==> src/hw/dsi_defs.svh <==
// Purpose: constants of the scan-port instruction decode block
// Assumes: included by its bare name from the block's files
// Notes: instruction codes are the low nibble; 8-bit standard forms carry 1111 above them, extension forms 0000
`ifndef DSI_DEFS_SVH
`define DSI_DEFS_SVH

// low three bits of the standard (upper half) instruction codes
`define DSI_CODE_ABORT 3'h0
`define DSI_CODE_PORT_REG 3'h2
`define DSI_CODE_ACC_PORT 3'h3
`define DSI_CODE_IDENT 3'h6
// top-bit markers of the 8-bit standard and extension forms, and the nibbles of the ident code
`define DSI_STD_HI8 5'h1F
`define DSI_EXT_HI8 5'h00
`define DSI_IDENT_NIB 4'hE
`define DSI_IDENT_HI8 4'hF
// value captured into the instruction shift section
`define DSI_IR_CAPTURE 8'h01
// boundary codes that must exist when any is built, and those allowed at all
`define DSI_BS_MANDATORY 8'h06
`define DSI_BS_ALLOWED 8'h77
// chain lengths
`define DSI_ACC_LEN 35
`define DSI_ID_LEN 32
`define DSI_ACC_MSB 34
`define DSI_ID_MSB 31

`endif

==> src/hw/dsi_pkg.sv <==
// Purpose: types of the scan-port instruction decode block
// Assumes: nothing beyond the defs header
// Notes: the state struct is sized for the wider instruction register
package dsi_pkg;

    // scan port controller states
    typedef enum logic [3:0] {
        TAP_RESET, TAP_IDLE, TAP_SEL_DR, TAP_CAP_DR, TAP_SHIFT_DR, TAP_EX1_DR,
        TAP_PAUSE_DR, TAP_EX2_DR, TAP_UPD_DR, TAP_SEL_IR, TAP_CAP_IR, TAP_SHIFT_IR,
        TAP_EX1_IR, TAP_PAUSE_IR, TAP_EX2_IR, TAP_UPD_IR
    } dsi_tap_type;

    // data chains that the current instruction can select
    typedef enum logic [2:0] {
        CH_BYPASS, CH_ABORT, CH_PORT_REG, CH_ACC_PORT, CH_IDENT, CH_BSCAN
    } dsi_chain_type;

    typedef struct packed {
        logic tck_s1;
        logic tck_s2;
        logic tck_d;
        logic tms_s1;
        logic tms_s2;
        logic tdi_s1;
        logic tdi_s2;
        logic trst_s1;
        logic trst_s2;
        dsi_tap_type state;
        logic [7:0] ir;
        logic [7:0] ir_sh;
        dsi_chain_type chain;
        logic byp;
        logic [34:0] dr_sh;
        logic tdo;
        logic tdo_oe_n;
        logic [34:0] abort_data;
        logic abort_pulse;
        logic [34:0] acc_data;
        logic acc_capture;
        logic acc_update;
        logic bs_capture;
        logic bs_shift;
        logic bs_update;
        logic bs_tdi;
    } dsi_state_type;

endpackage

==> src/hw/dsi_scan_decode.sv <==
// Purpose: instruction register, chain decode, passthrough and cancel chains of a scan debug port
// Assumes: probe test clock far slower than ref_clk (at least 4 ref_clk per half period)
// Notes: scan pins pass two flip-flops; all scan actions except test reset happen on detected test clock edges
//
// Summary of operation
// - instruction register four or eight bits, fully decoded
// - reserved or unbuilt codes select the passthrough bit
// - cancel code selects 35-bit transaction-cancel chain
// - code 1010 selects port register access chain
// - code 1011 selects access-port chain, 35 bits
// - test-logic-reset makes identification instruction current
// - all-ones code selects the passthrough bit
// - low half codes are extensions, else passthrough
// - built boundary codes select the boundary chain
// - boundary scan needs sample and boundary_value_load codes
// - optional boundary codes fixed; unbuilt ones pass through
// - boundary scan preferably left out of this port
// - instruction shift section sole path while shifting
// - instruction capture loads binary one pattern
// - instruction bits shift least significant first
// - instruction update copies shift section to register
// - current instruction alone picks the data chain
// - passthrough delays serial data one test clock
// - passthrough capture loads a zero
// - passthrough update does nothing, bit discarded
// - test reset forces reset state and instruction only
// - chains shift one bit per rising edge, lsb out
`include "dsi_defs.svh"

module dsi_scan_decode import dsi_pkg::*; #(
    parameter int IR_W = 4,
    parameter logic [7:0] BS_IMPL = 8'h00,
    parameter logic [31:0] ID_VALUE = 32'h1234_5671
) (
    // clock and reset
    input wire logic ref_clk,
    input wire logic rst_n,
    // scan pins from the probe
    input wire logic debug_test_clock,
    input wire logic debug_mode_select,
    input wire logic debug_serial_in,
    input wire logic debug_test_reset_n,
    output logic debug_serial_out,
    output logic debug_serial_out_oe_n,
    // current selection
    output dsi_tap_type tap_state,
    output logic [7:0] instruction_register,
    output dsi_chain_type chain_select,
    // transaction-cancel chain
    output logic [34:0] cancel_data,
    output logic cancel_write,
    // register access chains
    input wire logic [34:0] access_capture_data,
    output logic access_capture,
    output logic [34:0] access_update_data,
    output logic access_update,
    // boundary chain, held outside
    input wire logic boundary_serial_in,
    output logic [2:0] boundary_instruction,
    output logic boundary_capture,
    output logic boundary_shift,
    output logic boundary_update,
    output logic boundary_data_in
);

    // ID_VALUE is arbitrary; its lsb is one as a scan identity needs
    localparam logic [7:0] BS_SET = (BS_IMPL != 8'h00) ? ((BS_IMPL | `DSI_BS_MANDATORY) & `DSI_BS_ALLOWED)
                                                        : 8'h00;
    localparam logic [7:0] IR_IDENT = (IR_W == 4) ? {4'h0, `DSI_IDENT_NIB} : {`DSI_IDENT_HI8, `DSI_IDENT_NIB};

    logic [1:0] rst_q;
    logic rst_i_n;
    dsi_state_type r, r_nxt;
    logic rise, fall;

    // instruction to chain; codes 1001, 110x, all ones and the reserved span fall to bypass
    function automatic dsi_chain_type decode_ir(input logic [7:0] v);
        logic std;
        logic ext;
        std = (IR_W == 4) ? v[3] : (v[7:3] == `DSI_STD_HI8);
        ext = (IR_W == 4) ? ~v[3] : (v[7:3] == `DSI_EXT_HI8);
        decode_ir = CH_BYPASS;
        if (std) begin
            case (v[2:0])
                `DSI_CODE_ABORT: decode_ir = CH_ABORT;
                `DSI_CODE_PORT_REG: decode_ir = CH_PORT_REG;
                `DSI_CODE_ACC_PORT: decode_ir = CH_ACC_PORT;
                `DSI_CODE_IDENT: decode_ir = CH_IDENT;
                default: decode_ir = CH_BYPASS;
            endcase
        end else if (ext && BS_SET[v[2:0]]) begin
            decode_ir = CH_BSCAN;
        end
    endfunction

    // controller step on a rising test clock edge
    function automatic dsi_tap_type tap_next(input dsi_tap_type s, input logic m);
        case (s)
            TAP_RESET: tap_next = m ? TAP_RESET : TAP_IDLE;
            TAP_IDLE: tap_next = m ? TAP_SEL_DR : TAP_IDLE;
            TAP_SEL_DR: tap_next = m ? TAP_SEL_IR : TAP_CAP_DR;
            TAP_CAP_DR: tap_next = m ? TAP_EX1_DR : TAP_SHIFT_DR;
            TAP_SHIFT_DR: tap_next = m ? TAP_EX1_DR : TAP_SHIFT_DR;
            TAP_EX1_DR: tap_next = m ? TAP_UPD_DR : TAP_PAUSE_DR;
            TAP_PAUSE_DR: tap_next = m ? TAP_EX2_DR : TAP_PAUSE_DR;
            TAP_EX2_DR: tap_next = m ? TAP_UPD_DR : TAP_SHIFT_DR;
            TAP_UPD_DR: tap_next = m ? TAP_SEL_DR : TAP_IDLE;
            TAP_SEL_IR: tap_next = m ? TAP_RESET : TAP_CAP_IR;
            TAP_CAP_IR: tap_next = m ? TAP_EX1_IR : TAP_SHIFT_IR;
            TAP_SHIFT_IR: tap_next = m ? TAP_EX1_IR : TAP_SHIFT_IR;
            TAP_EX1_IR: tap_next = m ? TAP_UPD_IR : TAP_PAUSE_IR;
            TAP_PAUSE_IR: tap_next = m ? TAP_EX2_IR : TAP_PAUSE_IR;
            TAP_EX2_IR: tap_next = m ? TAP_UPD_IR : TAP_SHIFT_IR;
            TAP_UPD_IR: tap_next = m ? TAP_SEL_DR : TAP_IDLE;
            default: tap_next = TAP_RESET;
        endcase
    endfunction

    // reset release through two flip-flops
    always_ff @(posedge ref_clk or negedge rst_n) begin
        if (!rst_n) begin
            rst_q <= 2'b00;
        end else begin
            rst_q <= {rst_q[0], 1'b1};
        end
    end
    assign rst_i_n = rst_q[1];

    // edges seen on the synchronised test clock
    assign rise = r.tck_s2 & ~r.tck_d;
    assign fall = ~r.tck_s2 & r.tck_d;

    // next state of the whole block
    always_comb begin
        r_nxt = r;
        r_nxt.tck_s1 = debug_test_clock;
        r_nxt.tck_s2 = r.tck_s1;
        r_nxt.tck_d = r.tck_s2;
        r_nxt.tms_s1 = debug_mode_select;
        r_nxt.tms_s2 = r.tms_s1;
        r_nxt.tdi_s1 = debug_serial_in;
        r_nxt.tdi_s2 = r.tdi_s1;
        r_nxt.trst_s1 = debug_test_reset_n;
        r_nxt.trst_s2 = r.trst_s1;
        r_nxt.abort_pulse = 1'b0;
        r_nxt.acc_capture = 1'b0;
        r_nxt.acc_update = 1'b0;
        r_nxt.bs_capture = 1'b0;
        r_nxt.bs_shift = 1'b0;
        r_nxt.bs_update = 1'b0;
        if (rise) begin
            r_nxt.state = tap_next(r.state, r.tms_s2);
            case (r.state)
                TAP_CAP_IR: r_nxt.ir_sh = `DSI_IR_CAPTURE;
                TAP_SHIFT_IR: begin
                    // lsb leaves first, new bit enters at the top of the chosen width
                    r_nxt.ir_sh = {1'b0, r.ir_sh[7:1]};
                    r_nxt.ir_sh[IR_W - 1] = r.tdi_s2;
                end
                TAP_UPD_IR: begin
                    r_nxt.ir = r.ir_sh;
                    r_nxt.chain = decode_ir(r.ir_sh);
                end
                TAP_CAP_DR: begin
                    case (r.chain)
                        CH_ABORT: r_nxt.dr_sh = '0;
                        CH_PORT_REG, CH_ACC_PORT: begin
                            r_nxt.dr_sh = access_capture_data;
                            r_nxt.acc_capture = 1'b1;
                        end
                        CH_IDENT: r_nxt.dr_sh = {3'h0, ID_VALUE};
                        CH_BSCAN: r_nxt.bs_capture = 1'b1;
                        default: r_nxt.byp = 1'b0;
                    endcase
                end
                TAP_SHIFT_DR: begin
                    r_nxt.dr_sh = {1'b0, r.dr_sh[34:1]};
                    if (r.chain == CH_IDENT) begin
                        r_nxt.dr_sh[`DSI_ID_MSB] = r.tdi_s2;
                    end else begin
                        r_nxt.dr_sh[`DSI_ACC_MSB] = r.tdi_s2;
                    end
                    r_nxt.byp = r.tdi_s2;
                    r_nxt.bs_shift = (r.chain == CH_BSCAN);
                    r_nxt.bs_tdi = r.tdi_s2;
                end
                TAP_UPD_DR: begin
                    case (r.chain)
                        CH_ABORT: begin
                            r_nxt.abort_data = r.dr_sh;
                            r_nxt.abort_pulse = 1'b1;
                        end
                        CH_PORT_REG, CH_ACC_PORT: begin
                            r_nxt.acc_data = r.dr_sh;
                            r_nxt.acc_update = 1'b1;
                        end
                        CH_BSCAN: r_nxt.bs_update = 1'b1;
                        default: r_nxt.acc_update = 1'b0;
                    endcase
                end
                default: r_nxt.byp = r.byp;
            endcase
        end
        // output moves only on the falling edge so the probe samples a settled bit
        if (fall) begin
            r_nxt.tdo_oe_n = ~(r.state == TAP_SHIFT_IR || r.state == TAP_SHIFT_DR);
            if (r.state == TAP_SHIFT_IR) begin
                r_nxt.tdo = r.ir_sh[0];
            end else if (r.state == TAP_SHIFT_DR) begin
                case (r.chain)
                    CH_BYPASS: r_nxt.tdo = r.byp;
                    CH_BSCAN: r_nxt.tdo = boundary_serial_in;
                    default: r_nxt.tdo = r.dr_sh[0];
                endcase
            end
        end
        // reset state, whether reached by mode select or by the test reset pin
        if (r.state == TAP_RESET) begin
            r_nxt.ir = IR_IDENT;
            r_nxt.chain = CH_IDENT;
        end
        // test reset touches only the controller and the instruction
        if (!r.trst_s2) begin
            r_nxt.state = TAP_RESET;
            r_nxt.ir = IR_IDENT;
            r_nxt.chain = CH_IDENT;
        end
    end

    // single register for all state except the reset synchroniser
    always_ff @(posedge ref_clk or negedge rst_i_n) begin
        if (!rst_i_n) begin
            r <= '{state: TAP_RESET, ir: IR_IDENT, chain: CH_IDENT, tdo_oe_n: 1'b1, trst_s1: 1'b1,
                   trst_s2: 1'b1, default: '0};
        end else begin
            r <= r_nxt;
        end
    end

    assign debug_serial_out = r.tdo;
    assign debug_serial_out_oe_n = r.tdo_oe_n;
    assign tap_state = r.state;
    assign instruction_register = r.ir;
    assign chain_select = r.chain;
    assign cancel_data = r.abort_data;
    assign cancel_write = r.abort_pulse;
    assign access_capture = r.acc_capture;
    assign access_update_data = r.acc_data;
    assign access_update = r.acc_update;
    assign boundary_instruction = r.ir[2:0];
    assign boundary_capture = r.bs_capture;
    assign boundary_shift = r.bs_shift;
    assign boundary_update = r.bs_update;
    assign boundary_data_in = r.bs_tdi;
endmodule

==> config.mk <==
export PLATFORM = sky130hd
export DESIGN_NAME = dsi_scan_decode
export DESIGN_NICKNAME = d
export VERILOG_FILES = /design/src/hw/dsi_pkg.sv /design/src/hw/dsi_scan_decode.sv
export VERILOG_INCLUDE_DIRS = /design/src /design/src/hw
export SDC_FILE = /design/constraint.sdc
export NUM_CORES = 1
export LEC_CHECK = 0
export BUFFER_PORTS_ARGS = -buffer_cell sky130_fd_sc_hd__buf_2
export CORE_MARGIN = 1.5
export CORE_UTILIZATION = 55
export DETAILED_ROUTE_END_ITERATION = 7
export GPL_TIMING_DRIVEN = 0
export MAX_ROUTING_LAYER = met4
export PLACE_DENSITY_LB_ADDON = 0.1
export SYNTH_ARGS = -nofsm -noshare
export SYNTH_HDL_FRONTEND = slang
export SYNTH_SLANG_ARGS = --single-unit
==> constraint.sdc <==
create_clock -name ref_clk -period 5.8 [get_ports ref_clk]
set_input_delay 0.29 -clock ref_clk [delete_from_list [all_inputs] [get_ports ref_clk]]
set_output_delay 0.29 -clock ref_clk [all_outputs]
set_load 0.02 [all_outputs]
==> impl_metrics.toml <==
[synthesis]
synthFlopType = "dfrtp_1"
synth_simple_gate_area_share_pct = 9.54
yosys_warnings = 0
synth_top_family_by_area = "multiplexers"
synth_fa_ha_area_share_pct = 0
postSynth.asyncResetShare_pct = 100
netlist.area_leader.share_pct = 49.7
muxShareOfSynthArea_pct = 18.4
syn_area_per_cell_um2 = 11.4
yosysTopAreaCell = "dfrtp_1"
netlist_area_um2 = 6750
seq_area_frac_synth_pct = 52.4
synthDistinctLibCells = 49
ys_seq_elements = 141
ys_top_cells_by_area = "dfrtp_1 50%, mux2_2 13%, buf_4 10%"
synth_edf_count = 0
synth_compound_area_share_pct = 6.45
synth_xor_area_share_pct = 0.259
syn_inst = 591

[layout]
finalNonFillerCells = 914
drive_gt1_share_pct = 47.1
nets = 796
layout_common_cells = "144 x buf_2, 133 x dfrtp_1, 90 x buf_4"
final_common_cell = "buf_2"
antenna_cells = 0
final_area_um2 = 8330
syn2layout_area_growth_pct = 23.3
post-route-util_pct = 69.3

[timing]
relSlewSlack_pct = 35.4
timing.final.hold_violations = 0
period_share_pct = 41.3
fin_ws_ps = 3410
worst_pin_slew_ps = 968
setup_violations = 0
grt_setup_unrepaired = "no"
timing.fmax_mhz = 418
layout_min_cycle_time_ps = 2390
setup_tns_ps = 0
fin_skew_ps = 7.05
timing.hold.ws_ps = 181
final-max-slew-violation-count = 0

[critical_path]
end_kind = "flop"
critical_path_arrival_ps = 2750
crit_fanout = 10
crit_required_ps = 6160
setup.worst_path.start_class = "flop"
crit_type = "flop to flop"

[routing]
wl_per_cell_um = 16.0
ant_nets = 0
drt-vias-per-instance = 5.21
dr.pass1.iters = 4
wl_mm = 14.6
drt-initial-drc-count = 352
drc = 0
dr_total_vias = 4766

[clock_tree]
cts_buffers = 17
clock_path_buffers = 2
cts_tree = "built"
numClockSinks = 141
htree_num_levels = 4
clkTransAtPathRegs_ps = 50
cts_root_buf = "clkbuf_16"
insertion_delay_ps = 420
holdBufCountCts = 5
post_cts_buffers = 0
ctsResizeCount = 0

[power_and_ir_drop]
p_leak_nw = 4.61
irDropWorstVdd_mv = 0.164
swShare_pct = 20.2
netSwitchingPower_mw = 0.436
clkPwrFrac_pct = 50.4
internal_power_mw = 1.72
power_density_nw_per_um2 = 259
combPwrFrac_pct = 3.1
p_total_mw = 2.16
seqPwrFrac_pct = 46.6

[run_status]
status = "complete, no violations"

[die]
fp.dieH_um = 114
die_x_um = 114
core_area_um2 = 12000
pin_count = 139
row_count = 40
start_util_pct = 56.2
die-area_um2 = 13000

[global_routing]
grt_pass1_vias = 4625
grt_use_total_pct = 24.1
grt_pass1_wl_mm = 23.1
grt_max_degree = 57
grt_overflow = 0
antenna_found_initial = 0

[placed_design]
placed_cells = 877
post-dp-hpwl_mm = 10.2
globalplace.congestion = 0.794
place_area_um2 = 7680
dpl_worst_slack_ps = 3460
port_buffers = 134

[job]
max-cap-violations = 0

[hold_path]
min_path_type = "input port to asynchronous set/reset pin"
==> flip-flops by register name (all words and copies together), names as in the netlist <==
| signal | flops |
|---|---|
| access_capture | 1 |
| access_update | 1 |
| access_update_data | 35 |
| boundary_capture | 1 |
| boundary_data_in | 1 |
| boundary_shift | 1 |
| boundary_update | 1 |
| cancel_data | 35 |
| cancel_write | 1 |
| chain_select | 3 |
| debug_serial_out | 1 |
| debug_serial_out_oe_n | 1 |
| instruction_register | 4 |
| r | 49 |
| rst_q | 2 |
| tap_state | 4 |
==> path summary, 6_finish.rpt <==
| path | from | endpoint | slack [ps] | cells past startpoint |
|---|---|---|---|---|
| worst max-delay path | chain_select[2]$_DFFE_PN1P_ | r[107]$_DFFE_PN0P_ | 3410 | 5 |
| min in group ref_clk | access_capture_data[32] | r[111]$_DFFE_PN0P_ | 210 | 4 |
| worst max register to register | chain_select[2]$_DFFE_PN1P_ | r[107]$_DFFE_PN0P_ | 3410 | 5 |
| worst min register to register | rst_q[1]$_DFF_PN0_ | cancel_data[7]$_DFFE_PN0P_ | 260 | 0 |
| max in group asynchronous | rst_q[1]$_DFF_PN0_ | r[104]$_DFFE_PN0P_ | 4600 | 2 |
| worst min-delay path | rst_n | rst_q[0]$_DFF_PN0_ | 180 | 2 |
==> area by class of cell <==
type,count,area [µm²]
Buffer,124,846
Clock inverter,5,77.6
Tap cell,147,184
Sequential cell,141,3540
Timing Repair Buffer,141,776
Inverter,6,22.5
Fill cell,933,3680
Clock buffer,27,523
Multi-Input combinational cell,323,2360
==> power groups by stage <==
stage | clock [mW] | sequential (mW) | combinational, mW
finish | 1.09 | 1.00 | 0.0664
global route | 1.14 | 1.01 | 0.0732
CTS | 1.11 | 1.00 | 0.0672
detailed placement | 0 | 1.02 | 0.0644
global placement | 0 | 1.04 | 0.0439
floorplan | 0 | 1.03 | 0.0224
==> Yosys cell counts, drive strengths merged, types with 5 or more instances <==
cell	n
dfstp	7
a32o	6
mux2i	6
buf	107
nand3	28
mux2	105
nand2	74
o21ai	26
clkbuf	17
inv	6
nand2b	5
dfrtp	134
nor2	10
a21oi	19
==> routing by layer <==
metal	GRT usage, %	vias up	share of wire [%]
met5	-	-	0
met4	9.33	0	1.5
met3	4.99	24	5.0
met2	39.1	149	50
met1	29.9	2333	43
li1	-	2260	-
==> kinds of logic after synthesis <==
| kind of cell | count (synthesis) |
|---|---|
| XOR/XNOR | 2 |
| AO/OA/AOI/OAI | 68 |
| AND/OR/NAND/NOR | 137 |
| other | 2 |
| multiplexers | 111 |
| flip-flops | 141 |
| buffers and inverters | 130 |
==> worst max-delay path, stage by stage (launching register included) <==
cell	delay [ps]
dfstp_2	600
nor3b_1	810
clkbuf_1	510
a21oi_1	90
o21ai_0	170
mux2_1	150
Power figures use the tool's default switching activity.
